==> config.mk <==
export PLATFORM = sky130hd
export DESIGN_NAME = hss_port
export DESIGN_NICKNAME = d
export VERILOG_FILES = /design/src/pkg/hss_pkg.sv /design/src/core/hss_port.sv
export SDC_FILE = /design/constraint.sdc
export NUM_CORES = 1
export LEC_CHECK = 0
export BUFFER_PORTS_ARGS = -buffer_cell sky130_fd_sc_hd__buf_4
export CORE_AREA = 8 8 141 143
export DETAILED_ROUTE_END_ITERATION = 12
export DIE_AREA = 0 0 149 151
export PLACE_DENSITY_LB_ADDON = 0.05
export SLEW_MARGIN = 0
export SYNTH_ARGS = -nofsm -noshare
export SYNTH_HDL_FRONTEND = slang
export SYNTH_SLANG_ARGS = --single-unit
==> constraint.sdc <==
create_clock -name i_ref_clk -period 5 [get_ports i_ref_clk]
set_input_delay 0.5 -clock i_ref_clk [delete_from_list [all_inputs] [get_ports i_ref_clk]]
set_output_delay 0.5 -clock i_ref_clk [all_outputs]
set_load 0.02 [all_outputs]
==> src/pkg/hss_pkg.sv <==
// Package for the high-speed serial port: addresses, fields, timing, types
package hss_pkg;
   // Port addresses on the processor I/O bus
   localparam logic [7:0] HSS_ADDR_DATA = 8'hE8;
   localparam logic [7:0] HSS_ADDR_CTRL = 8'hE9;
   // Control byte field positions
   localparam int CTL_CH0_SYS   = 0;
   localparam int CTL_RX_IRQ    = 1;
   localparam int CTL_TX_IRQ    = 2;
   localparam int CTL_DMA_IRQ   = 3;
   localparam int CTL_DMA_FROM  = 4;
   localparam int CTL_DMA_TO    = 5;
   localparam int CTL_CH1_SYS   = 6;
   localparam int CTL_CH2_SYS   = 7;
   // Reset values
   localparam logic [7:0] CTL_RESET = 8'h00;
   localparam logic [7:0] BUF_RESET = 8'h00;
   // Serial timing
   localparam int CLK_HZ        = 200_000_000;
   localparam int BAUD_DEFAULT  = 115_200;
   localparam int DATA_BITS     = 8;

   typedef enum logic [1:0] {
      HSS_IDLE,
      HSS_START,
      HSS_DATA,
      HSS_STOP
   } hss_state_e;

   // Control byte decoded to named steering outputs
   typedef struct packed {
      logic ch2_sys_mem;
      logic ch1_sys_mem;
      logic dma_to_memory_enable;
      logic dma_from_memory_enable;
      logic dma_irq_enable;
      logic serial_out_irq_enable;
      logic serial_in_irq_enable;
      logic ch0_sys_mem;
   } hss_ctrl_s;

   // Processor I/O bus request
   typedef struct packed {
      logic       rd;
      logic       wr;
      logic [7:0] addr;
      logic [7:0] wdata;
   } hss_io_s;
endpackage : hss_pkg

==> src/core/hss_port.sv <==
// High-speed serial port: processor I/O registers and 8N1 transceiver
`timescale 1ns/1ps
module hss_port
   import hss_pkg::*;
#(
   parameter int BAUD       = hss_pkg::BAUD_DEFAULT,  // Line rate in bit/s
   parameter bit PARITY_EN  = 1'b0,                   // Add a parity bit
   parameter bit PARITY_ODD = 1'b0                    // Odd parity when set
) (
   input  wire logic                i_ref_clk,        // 200 MHz clock
   input  wire logic                i_nrst,           // Async reset, low
   input  wire hss_pkg::hss_io_s    i_io,             // Processor I/O request
   output logic [7:0]               o_rdata,          // Read data
   output logic                     o_rdata_valid,    // Read answer strobe
   output hss_pkg::hss_ctrl_s       o_ctrl,           // Decoded control byte
   output logic                     o_rx_irq,         // Receive interrupt
   output logic                     o_tx_irq,         // Transmit interrupt
   input  wire logic                i_dma_done,       // DMA event from channel
   output logic                     o_dma_irq,        // DMA interrupt
   input  wire logic                i_self_test_led,  // Front-panel indicator
   input  wire logic                i_serial_rx,      // Serial in from host
   input  wire logic                i_cts,            // Host clear-to-send
   output logic                     o_serial_tx       // Serial out to host
);
   import hss_pkg::*;

   // Bit timing in clocks; a frame carries a parity bit only when enabled
   localparam int BIT_CYC  = CLK_HZ / ((BAUD > 0) ? BAUD : 1);
   localparam int HALF_CYC = BIT_CYC / 2;
   localparam int NBITS    = DATA_BITS + (PARITY_EN ? 1 : 0);

   // Elaboration checks: the bit counters are 16 bits wide and the receiver
   // needs at least two clocks in each half bit to find the middle of a bit
   if (BAUD <= 0) begin : g_bad_baud
      $error("hss_port: BAUD must be positive");
   end
   if (BIT_CYC < 4 || BIT_CYC > 65535) begin : g_bad_bit_cyc
      $error("hss_port: BAUD gives a bit time the counters cannot hold");
   end
   if (NBITS > 9) begin : g_bad_nbits
      $error("hss_port: frame longer than the shift registers");
   end

   // Bus decode, register flags and receiver hand-over signals
   logic        sel_data;
   logic        sel_ctrl;
   logic [7:0]  ctrl_q;
   logic [7:0]  rdata_q;
   logic        rvalid_q;
   logic [7:0]  txh_q;
   logic        txh_empty_q;
   logic [7:0]  rxb_q;
   logic        rx_wait_q;
   logic        ovr_q;
   logic        frm_q;
   logic        par_q;
   logic        dma_q;
   logic [7:0]  status;
   logic        tx_take;
   logic        rx_done;
   logic        rx_frm_err;
   logic        rx_par_err;
   logic [7:0]  rx_byte;

   // Address decode of the two ports
   assign sel_data = (i_io.addr == HSS_ADDR_DATA);
   assign sel_ctrl = (i_io.addr == HSS_ADDR_CTRL);

   // Control byte register
   always_ff @(posedge i_ref_clk or negedge i_nrst) begin
      if (!i_nrst) begin
         ctrl_q <= CTL_RESET;
      end else if (i_io.wr && sel_ctrl) begin
         ctrl_q <= i_io.wdata;
      end
   end

   // Control fields steer DMA memory space and enables
   assign o_ctrl = hss_ctrl_s'(ctrl_q);

   // Transmit holding buffer
   always_ff @(posedge i_ref_clk or negedge i_nrst) begin
      if (!i_nrst) begin
         txh_q       <= BUF_RESET;
         txh_empty_q <= 1'b1;
      end else if (i_io.wr && sel_data) begin
         txh_q       <= i_io.wdata;
         txh_empty_q <= 1'b0;
      end else if (tx_take) begin
         txh_empty_q <= 1'b1;
      end
   end

   // Receive buffer and line error flags; a new arrival wins over a read clear
   always_ff @(posedge i_ref_clk or negedge i_nrst) begin
      if (!i_nrst) begin
         rxb_q     <= BUF_RESET;
         rx_wait_q <= 1'b0;
         ovr_q     <= 1'b0;
         frm_q     <= 1'b0;
         par_q     <= 1'b0;
      end else if (rx_done) begin
         rxb_q     <= rx_byte;
         rx_wait_q <= 1'b1;
         ovr_q     <= rx_wait_q && !(i_io.rd && sel_data);
         frm_q     <= rx_frm_err;
         par_q     <= rx_par_err;
      end else if (i_io.rd && sel_data) begin
         rx_wait_q <= 1'b0;
      end
   end

   // DMA event latch, cleared by a control write, set wins
   always_ff @(posedge i_ref_clk or negedge i_nrst) begin
      if (!i_nrst) begin
         dma_q <= 1'b0;
      end else if (i_dma_done) begin
         dma_q <= 1'b1;
      end else if (i_io.wr && sel_ctrl) begin
         dma_q <= 1'b0;
      end
   end

   // Status byte
   assign status = {i_cts,
                    i_self_test_led,
                    ovr_q | frm_q | par_q,
                    par_q, frm_q, ovr_q,
                    txh_empty_q,
                    rx_wait_q};

   // Interrupt gating by control enables
   assign o_rx_irq  = rx_wait_q & ctrl_q[CTL_RX_IRQ];
   assign o_tx_irq  = txh_empty_q & ctrl_q[CTL_TX_IRQ];
   assign o_dma_irq = dma_q & ctrl_q[CTL_DMA_IRQ];

   // Registered read answer, one cycle after the request
   always_ff @(posedge i_ref_clk or negedge i_nrst) begin
      if (!i_nrst) begin
         rdata_q  <= BUF_RESET;
         rvalid_q <= 1'b0;
      end else begin
         rvalid_q <= i_io.rd && (sel_data || sel_ctrl);
         if (i_io.rd && sel_data) begin
            rdata_q <= rxb_q;
         end else if (i_io.rd && sel_ctrl) begin
            rdata_q <= status;
         end else begin
            rdata_q <= BUF_RESET;
         end
      end
   end
   assign o_rdata       = rdata_q;
   assign o_rdata_valid = rvalid_q;

   // Transmitter: start bit, data LSB first, optional parity, stop bit.
   // The holding buffer empties when the start bit is launched, so the
   // processor can queue the next byte during the whole frame.
   hss_state_e  tx_st_q;
   logic [15:0] tx_cnt_q;
   logic [3:0]  tx_bit_q;
   logic [8:0]  tx_sh_q;
   logic        tx_line_q;

   // A byte is taken only while the host grants clear-to-send
   assign tx_take = (tx_st_q == HSS_IDLE) && !txh_empty_q && i_cts;

   // Frame sequencer; start and data bits last BIT_CYC clocks each, stop at least one more; DATA holds the data and parity bits
   always_ff @(posedge i_ref_clk or negedge i_nrst) begin
      if (!i_nrst) begin
         tx_st_q   <= HSS_IDLE;
         tx_cnt_q  <= 16'h0000;
         tx_bit_q  <= 4'h0;
         tx_sh_q   <= 9'h000;
         tx_line_q <= 1'b1;
      end else begin
         case (tx_st_q)
            HSS_IDLE: begin
               tx_line_q <= 1'b1;
               if (tx_take) begin
                  tx_sh_q   <= {^txh_q ^ PARITY_ODD, txh_q};
                  tx_st_q   <= HSS_START;
                  tx_cnt_q  <= 16'(BIT_CYC - 1);
                  tx_line_q <= 1'b0;
               end
            end
            HSS_START, HSS_DATA: begin
               if (tx_cnt_q != 16'h0000) begin
                  tx_cnt_q <= tx_cnt_q - 16'h0001;
               end else if (tx_st_q == HSS_START || tx_bit_q != 4'(NBITS)) begin
                  tx_line_q <= tx_sh_q[0];
                  tx_sh_q   <= {1'b1, tx_sh_q[8:1]};
                  tx_bit_q  <= tx_bit_q + 4'h1;
                  tx_st_q   <= HSS_DATA;
                  tx_cnt_q  <= 16'(BIT_CYC - 1);
               end else begin
                  tx_line_q <= 1'b1;
                  tx_st_q   <= HSS_STOP;
                  tx_cnt_q  <= 16'(BIT_CYC - 1);
               end
            end
            HSS_STOP: begin
               if (tx_cnt_q != 16'h0000) begin
                  tx_cnt_q <= tx_cnt_q - 16'h0001;
               end else begin
                  tx_st_q  <= HSS_IDLE;
                  tx_bit_q <= 4'h0;
               end
            end
            default: tx_st_q <= HSS_IDLE;
         endcase
      end
   end
   // Line output comes straight from a flip-flop, free of glitches
   assign o_serial_tx = tx_line_q;

   // Receiver: the start bit is checked at its middle, so a short low
   // glitch on an idle line returns to idle without a character.
   hss_state_e  rx_st_q;
   logic [15:0] rx_cnt_q;
   logic [3:0]  rx_bit_q;
   logic [8:0]  rx_sh_q;
   logic        rx_done_q;
   logic        rx_frm_q;

   // Bit sampler; data bits are taken one bit time apart from mid-start
   always_ff @(posedge i_ref_clk or negedge i_nrst) begin
      if (!i_nrst) begin
         rx_st_q   <= HSS_IDLE;
         rx_cnt_q  <= 16'h0000;
         rx_bit_q  <= 4'h0;
         rx_sh_q   <= 9'h000;
         rx_done_q <= 1'b0;
         rx_frm_q  <= 1'b0;
      end else begin
         rx_done_q <= 1'b0;
         case (rx_st_q)
            HSS_IDLE: begin
               rx_bit_q <= 4'h0;
               if (!i_serial_rx) begin
                  rx_st_q  <= HSS_START;
                  rx_cnt_q <= 16'(HALF_CYC - 1);
               end
            end
            HSS_START: begin
               if (rx_cnt_q != 16'h0000) begin
                  rx_cnt_q <= rx_cnt_q - 16'h0001;
               end else if (i_serial_rx) begin
                  rx_st_q <= HSS_IDLE;              // Glitch, not a start bit
               end else begin
                  rx_st_q  <= HSS_DATA;
                  rx_cnt_q <= 16'(BIT_CYC - 1);
               end
            end
            HSS_DATA: begin
               if (rx_cnt_q != 16'h0000) begin
                  rx_cnt_q <= rx_cnt_q - 16'h0001;
               end else begin
                  rx_sh_q  <= {i_serial_rx, rx_sh_q[8:1]};
                  rx_bit_q <= rx_bit_q + 4'h1;
                  rx_cnt_q <= 16'(BIT_CYC - 1);
                  if (rx_bit_q == 4'(NBITS - 1)) begin
                     rx_st_q <= HSS_STOP;
                  end
               end
            end
            HSS_STOP: begin
               if (rx_cnt_q != 16'h0000) begin
                  rx_cnt_q <= rx_cnt_q - 16'h0001;
               end else begin
                  rx_frm_q  <= !i_serial_rx;
                  rx_done_q <= 1'b1;
                  rx_st_q   <= HSS_IDLE;
               end
            end
            default: rx_st_q <= HSS_IDLE;
         endcase
      end
   end

   // Align received bits: without parity the byte sits in the upper bits
   assign rx_byte    = PARITY_EN ? rx_sh_q[7:0] : rx_sh_q[8:1];
   assign rx_done    = rx_done_q;
   assign rx_frm_err = rx_frm_q;
   assign rx_par_err = PARITY_EN && ((^rx_sh_q) != PARITY_ODD);
endmodule : hss_port

## Yosys cells after proc, flatten, opt, wreduce, memory -nomap -nowiden

Cells that the tools add are included.

- Flip-flop bits (word level): 103
- Input port bits: 24
- Output and inout port bits: 21
- Word-level logic and storage cells: 133

- Add/sub/neg operators: 4
- Equal/unequal tests: 22
- Muxes and demuxes: 46
- Bitwise operators: 5
- Reductions and logical operators: 35

Operators with widths:

| kind | number |
|---|---|
| $mux W16 | 8 |
| $pmux W16 S4 | 1 |
| $pmux W16 S3 | 1 |
| $reduce_bool A16 Y1 | 2 |
| $sub A16 B1 Y16 const B | 2 |
| $mux W9 | 3 |
| $ne A2 B2 Y1 const B | 11 |
| $mux W2 | 9 |
| $pmux W9 S2 | 1 |
| $eq A8 B8 Y1 const B | 2 |
| $mux W4 | 4 |
| $mux W8 | 2 |
| $pmux W4 S2 | 2 |
| $mux W1 | 12 |
| $reduce_bool A2 Y1 | 6 |
| $reduce_and A2 Y1 | 5 |
| $add A4 B1 Y4 const B | 2 |
| $eq A2 B2 Y1 const B | 4 |
| $logic_and A1 B1 Y1 | 8 |
| $pmux W2 S4 | 1 |
| $reduce_and A4 Y1 | 2 |
| $reduce_xor A8 Y1 | 1 |
| $pmux W2 S3 | 1 |
| $reduce_and A3 Y1 | 2 |
| 13 further kinds | 20 |

## Longest topological paths before layout

- Depth in word-level cells: 5
- Depth in mapped cells: 9
- Mapped depth without buffers: 7

## Worst setup path after synthesis

OpenSTA, ideal clock, no wires.

- Kind: flip-flop to flip-flop
- Start: reg tx_cnt_q[0]
- End: reg tx_sh_q[8]
- Setup time: 0.081 ns
- Arrival: 2.243 ns
- Required time: 4.919 ns
- Slack: 2.676 ns
- Cell stages (with the launch flop): 10
- Buffers on the path: 2
- Period minus slack after synthesis: 2.324 ns
- Cells stage by stage: dfrtp_1 -> inv_1 -> ha_1 -> or4b_1 -> or4_4 -> buf_6 -> o22ai_4 -> buf_6 -> a21oi_2 -> a31oi_2

- Cells in the longest elaborated chain, start to end: 3

Ends and longest elaborated chain:

| element | line | text |
|---|---|---|
| from (decl) | hss_port.sv:160 | `logic [15:0] tx_cnt_q;` |
| from (signal assigned) | hss_port.sv:183 | `tx_cnt_q <= 16'(BIT_CYC - 1);` |
| from (signal assigned) | hss_port.sv:189 | `tx_cnt_q <= tx_cnt_q - 16'h0001;` |
| from (signal assigned) | hss_port.sv:195 | `tx_cnt_q <= 16'(BIT_CYC - 1);` |
| $reduce_bool A16 Y1 | hss_port.sv:188 | `if (tx_cnt_q != 16'h0000) begin` |
| $ne A2 B2 Y1 (no line) | n/a |  |
| $reduce_and A4 Y1 (no line) | n/a |  |
| to (signal assigned) | hss_port.sv:181 | `tx_sh_q <= {^txh_q ^ PARITY_ODD, txh_q};` |
| to (signal assigned) | hss_port.sv:192 | `tx_sh_q <= {1'b1, tx_sh_q[8:1]};` |
| to (decl) | hss_port.sv:162 | `logic [8:0] tx_sh_q;` |

Every way passes these cells.
A chain may end at the register's enable or synchronous reset.

## Worst setup path after layout

- Start: reg tx_st_q[0]
- End: reg tx_cnt_q[12]

- Cells in the longest elaborated chain, start to end: 5
- Elaborated cells between the ends (all ways): 11
- Classes of those cells: eq/ne: 5; mux: 1; reduce/logical: 5

Ends and longest elaborated chain:

| element | line | text |
|---|---|---|
| from (decl) | hss_port.sv:159 | `hss_state_e tx_st_q;` |
| from (signal assigned) | hss_port.sv:171 | `tx_st_q <= HSS_IDLE;` |
| from (signal assigned) | hss_port.sv:182 | `tx_st_q <= HSS_START;` |
| from (signal assigned) | hss_port.sv:194 | `tx_st_q <= HSS_DATA;` |
| $logic_not A2 Y1 | hss_port.sv:166, hss_port.sv:177 |  |
| $logic_and A1 B1 Y1 (2 in series) | hss_port.sv:166 | `assign tx_take = (tx_st_q == HSS_IDLE) && !txh_empty_q && i_cts;` |
| $ne A2 B2 Y1 (no line) | n/a |  |
| $reduce_and A2 Y1 (no line) | n/a |  |

Several ways; a longest one is shown, not always the timed one.

==> metrics.md <==
| Metric | Value |
|---|---|
| Status | complete, no violations |
| Core area | 17700 um2 |
| CP Capture Type | flip-flop |
| Async SR Flop Fraction | 1.00 |
| # IOs | 45 |
| First-pass GRT wire length | 21600 um |
| # nets final | 581 |
| Placed Cells | 762 |
| Minimum clock period | 2.93 ns |
| DR DRC count | 0 |
| Die area | 22500 um2 |
| GRT Total Usage | 0.122 |
| Antenna violations before repair | 0 |
| Switching Fraction | 0.334 |
| Clock sink count | 102 |
| Pleak | 2.78 nW |
| Category of the most critical setup path | flip-flop to flip-flop |
| HPWL Detailed | 9390 um |
| R2R Setup Slk | 2.07 ns |
| Final hold vios | 0 |
| Post-synth top area share | 0.479 |
| Fmax | 0.341 GHz |
| Maxcap violations | 0 |
| Area leader, netlist | dfrtp_1 |
| Clock power share | 0.340 |
| Comb power frac | 0.229 |
| Placed Area | 5770 um2 |
| Internal | 1.47 mW |
| Worst Path Required | 5.31 ns |
| Register area share after synthesis | 0.489 |
| Floorplan row count | 49 |
| DIE WIDTH | 149 um |
| Max-slew headroom | 0.405 |
| Die H | 151 um |
| CTS tree | yes |
| Vias/cell | 5.13 |
| Setup violators final | 0 |
| Max stage delay cell, worst path | ha_1 |
| Warnings from Yosys | 0 |
| Clock buffer depth | 2 |
| Worst Tran Pin Value | 0.893 ns |
| VDD IR max | 0.172 mV |
| Mean Syn Cell Area | 10.3 um2 |
| Clock-pin slew on the worst setup and hold paths | 0.08 ns |
| Area Growth Syn to Fin | 16.2% |
| Cts repair resizes | 0 |
| Htree depth | 3 |
| Syn nets | 542 |
| Pwr Total | 2.21 mW |
| Crit path DAT | 3.24 ns |
| Count of input and output buffers | 44 |
| Synth top area cells | dfrtp_1 48%, mux2_2 7.5%, nor2_1 3.7% |
| Grt ovf | 0 |
| Pin count of the biggest net entering global routing | 61 |
| Post-route cell area | 6070 um2 |
| Worst skew pair latency | 0.36 ns |
| Slowest cell delay on critical path | 0.88 ns |
| Fin cells | 778 |
| Syn Inst Count | 505 |
| RSZ-0062 raised after global routing | no |
| EDFF count, synth | 0 |
| CTS Buf Count | 9 |
| Setup Skew | 0.00938 ns |
| Critical path peak fanout | 21 |
| Post CTS Setup Buffer Count | 0 |
| Switch Pwr | 0.738 mW |
| R2R depth | 6 |
| Setup TNS | 0 ns |
| Vias in the first global route | 3946 |
| Reg power frac | 0.431 |
| Router iterations before antenna repair | 4 |
| Pwr Density | 364 nW/um2 |
| Root Driver | clkbuf_16 |
| Synthesized area | 5230 um2 |
| Post-route ant nets | 0 |
| Crit-path cells | inv_1, ha_1, nor2_1, nor3_1, and2_1, mux2_2 |
| Via count | 3993 |
| Antenna cell count | 0 |
| Share of cells above drive strength 1 | 0.219 |
| Fin util | 0.344 |
| Top_reg_cell synth | dfrtp_1 |
| Routed WL | 13400 um |
| Flop and latch count out of synthesis | 102 |
| Min-delay worst type | input pin to asynchronous set/reset pin |
| Critical path launch point type | flip-flop |
| Avg WL per Cell | 17.2 um |
| Synth cell types | 64 |
| Max Slew Vio Count | 0 |
| Starting Density | 0.296 |
| Routability cong. | 0.790 |
| DR iter-0 viols | 290 |
| Tcrit/Tclk final | 0.586 |
| Hold buffers post-CTS | 0 |
==> layout make-up <==
type | count | area [um2]
Clock buffer | 9 | 225
Clock inverter | 7 | 81.3
Fill cell | 1792 | 11600
Inverter | 20 | 75.1
Multi-Input combinational cell | 365 | 2500
Sequential cell | 102 | 2550
Tap cell | 229 | 287
Timing Repair Buffer | 46 | 345
==> routing by layer <==
metal  vias up  GRT usage  wire [um]
li1       1930          -          -
met1      1997      0.157       6330
met2        54      0.198       6420
met3        12     0.0323        458
met4         0     0.0374        151
met5         -          0          0
==> synthesized netlist by cell type (all sizes together) (10+ instances only) <==
cell type / number
nand2: 22
clkbuf: 12
ha: 13
a31oi: 14
mux2i: 18
nor2: 52
inv: 20
o21ai: 35
mux2: 35
nand3: 10
nor3: 19
a21oi: 32
dfrtp: 100
==> power groups by stage <==
stage	Sequential, mW	Clock, mW	Combinational [mW]
2_1_floorplan	0.950	0	0.358
4_1_cts	0.951	0.786	0.508
6_report	0.952	0.750	0.505
3_5_place_dp	0.967	0	0.506
5_1_grt	0.963	0.814	0.575
3_3_place_gp	0.966	0	0.509
==> sequential cells by signal (all words and copies together), names as in the netlist, named ones only <==
name           count
rxb_q              8
ovr_q              1
rx_done            1
rx_wait_q          1
frm_q              1
o_ctrl             8
rx_bit_q           4
txh_empty_q        1
o_rdata_valid      1
tx_st_q            2
dma_q              1
tx_sh_q            9
rx_st_q            1
o_serial_tx        1
tx_cnt_q          16
rx_frm_err         1
tx_bit_q           4
txh_q              8
o_rdata            8
rx_sh_q            8
rx_cnt_q          16
==> cells by family after synthesis <==
logic type | share of synthesized area
adder cells (fa/ha/maj) | 0.0311
multiplexers | 0.110
AO/OA/AOI/OAI | 0.159
flip-flops | 0.489
AND/OR/NAND/NOR | 0.165
buffers and inverters | 0.0321
XOR/XNOR | 0.0134
==> final timing paths <==
path                                        start                        to
max                        tx_st_q[0]$_DFFE_PN0P_  tx_cnt_q[12]$_DFFE_PN0P_
max reg2reg                tx_st_q[0]$_DFFE_PN0P_  tx_cnt_q[12]$_DFFE_PN0P_
min                                        i_nrst  tx_cnt_q[12]$_DFFE_PN0P_
max in group asynchronous                  i_nrst      o_rdata[1]$_DFF_PN0_
min reg2reg                     dma_q$_DFFE_PN0P_         dma_q$_DFFE_PN0P_
min in group i_ref_clk                 i_dma_done         dma_q$_DFFE_PN0P_
==> through the flow <==
| step | setup WS [ns] | hold slack (ns) |
|---|---|---|
| global route | 1.82 | 0.290 |
| finish | 2.07 | 0.217 |
| detailed placement | 2.06 | 0.463 |
| floorplan | 2.68 | 0.204 |
| global placement | 2.15 | 0.457 |
| CTS | 2.02 | 0.264 |
==> layout by cell type, fill, tap and decap left out, types with 10 or more instances in the layout <==
master     n
a21oi_1   31
a31oi_1   13
buf_4     46
dfrtp_1  100
ha_1      13
inv_1     20
mux2_2    35
mux2i_1   18
nand2_1   22
nand3_1   10
nor2_1    52
nor3_1    19
o21ai_0   30
==> worst max-delay path, delay by kind of cell (launching register included) <==
kind                     cells  cell delay, ns
adder cells (fa/ha/maj)      1            0.88
buffers and inverters        1            0.07
flip-flops                   1            0.38
multiplexers                 1            0.14
AND/OR/NAND/NOR              3            1.41
Power figures use the tool's default switching activity.
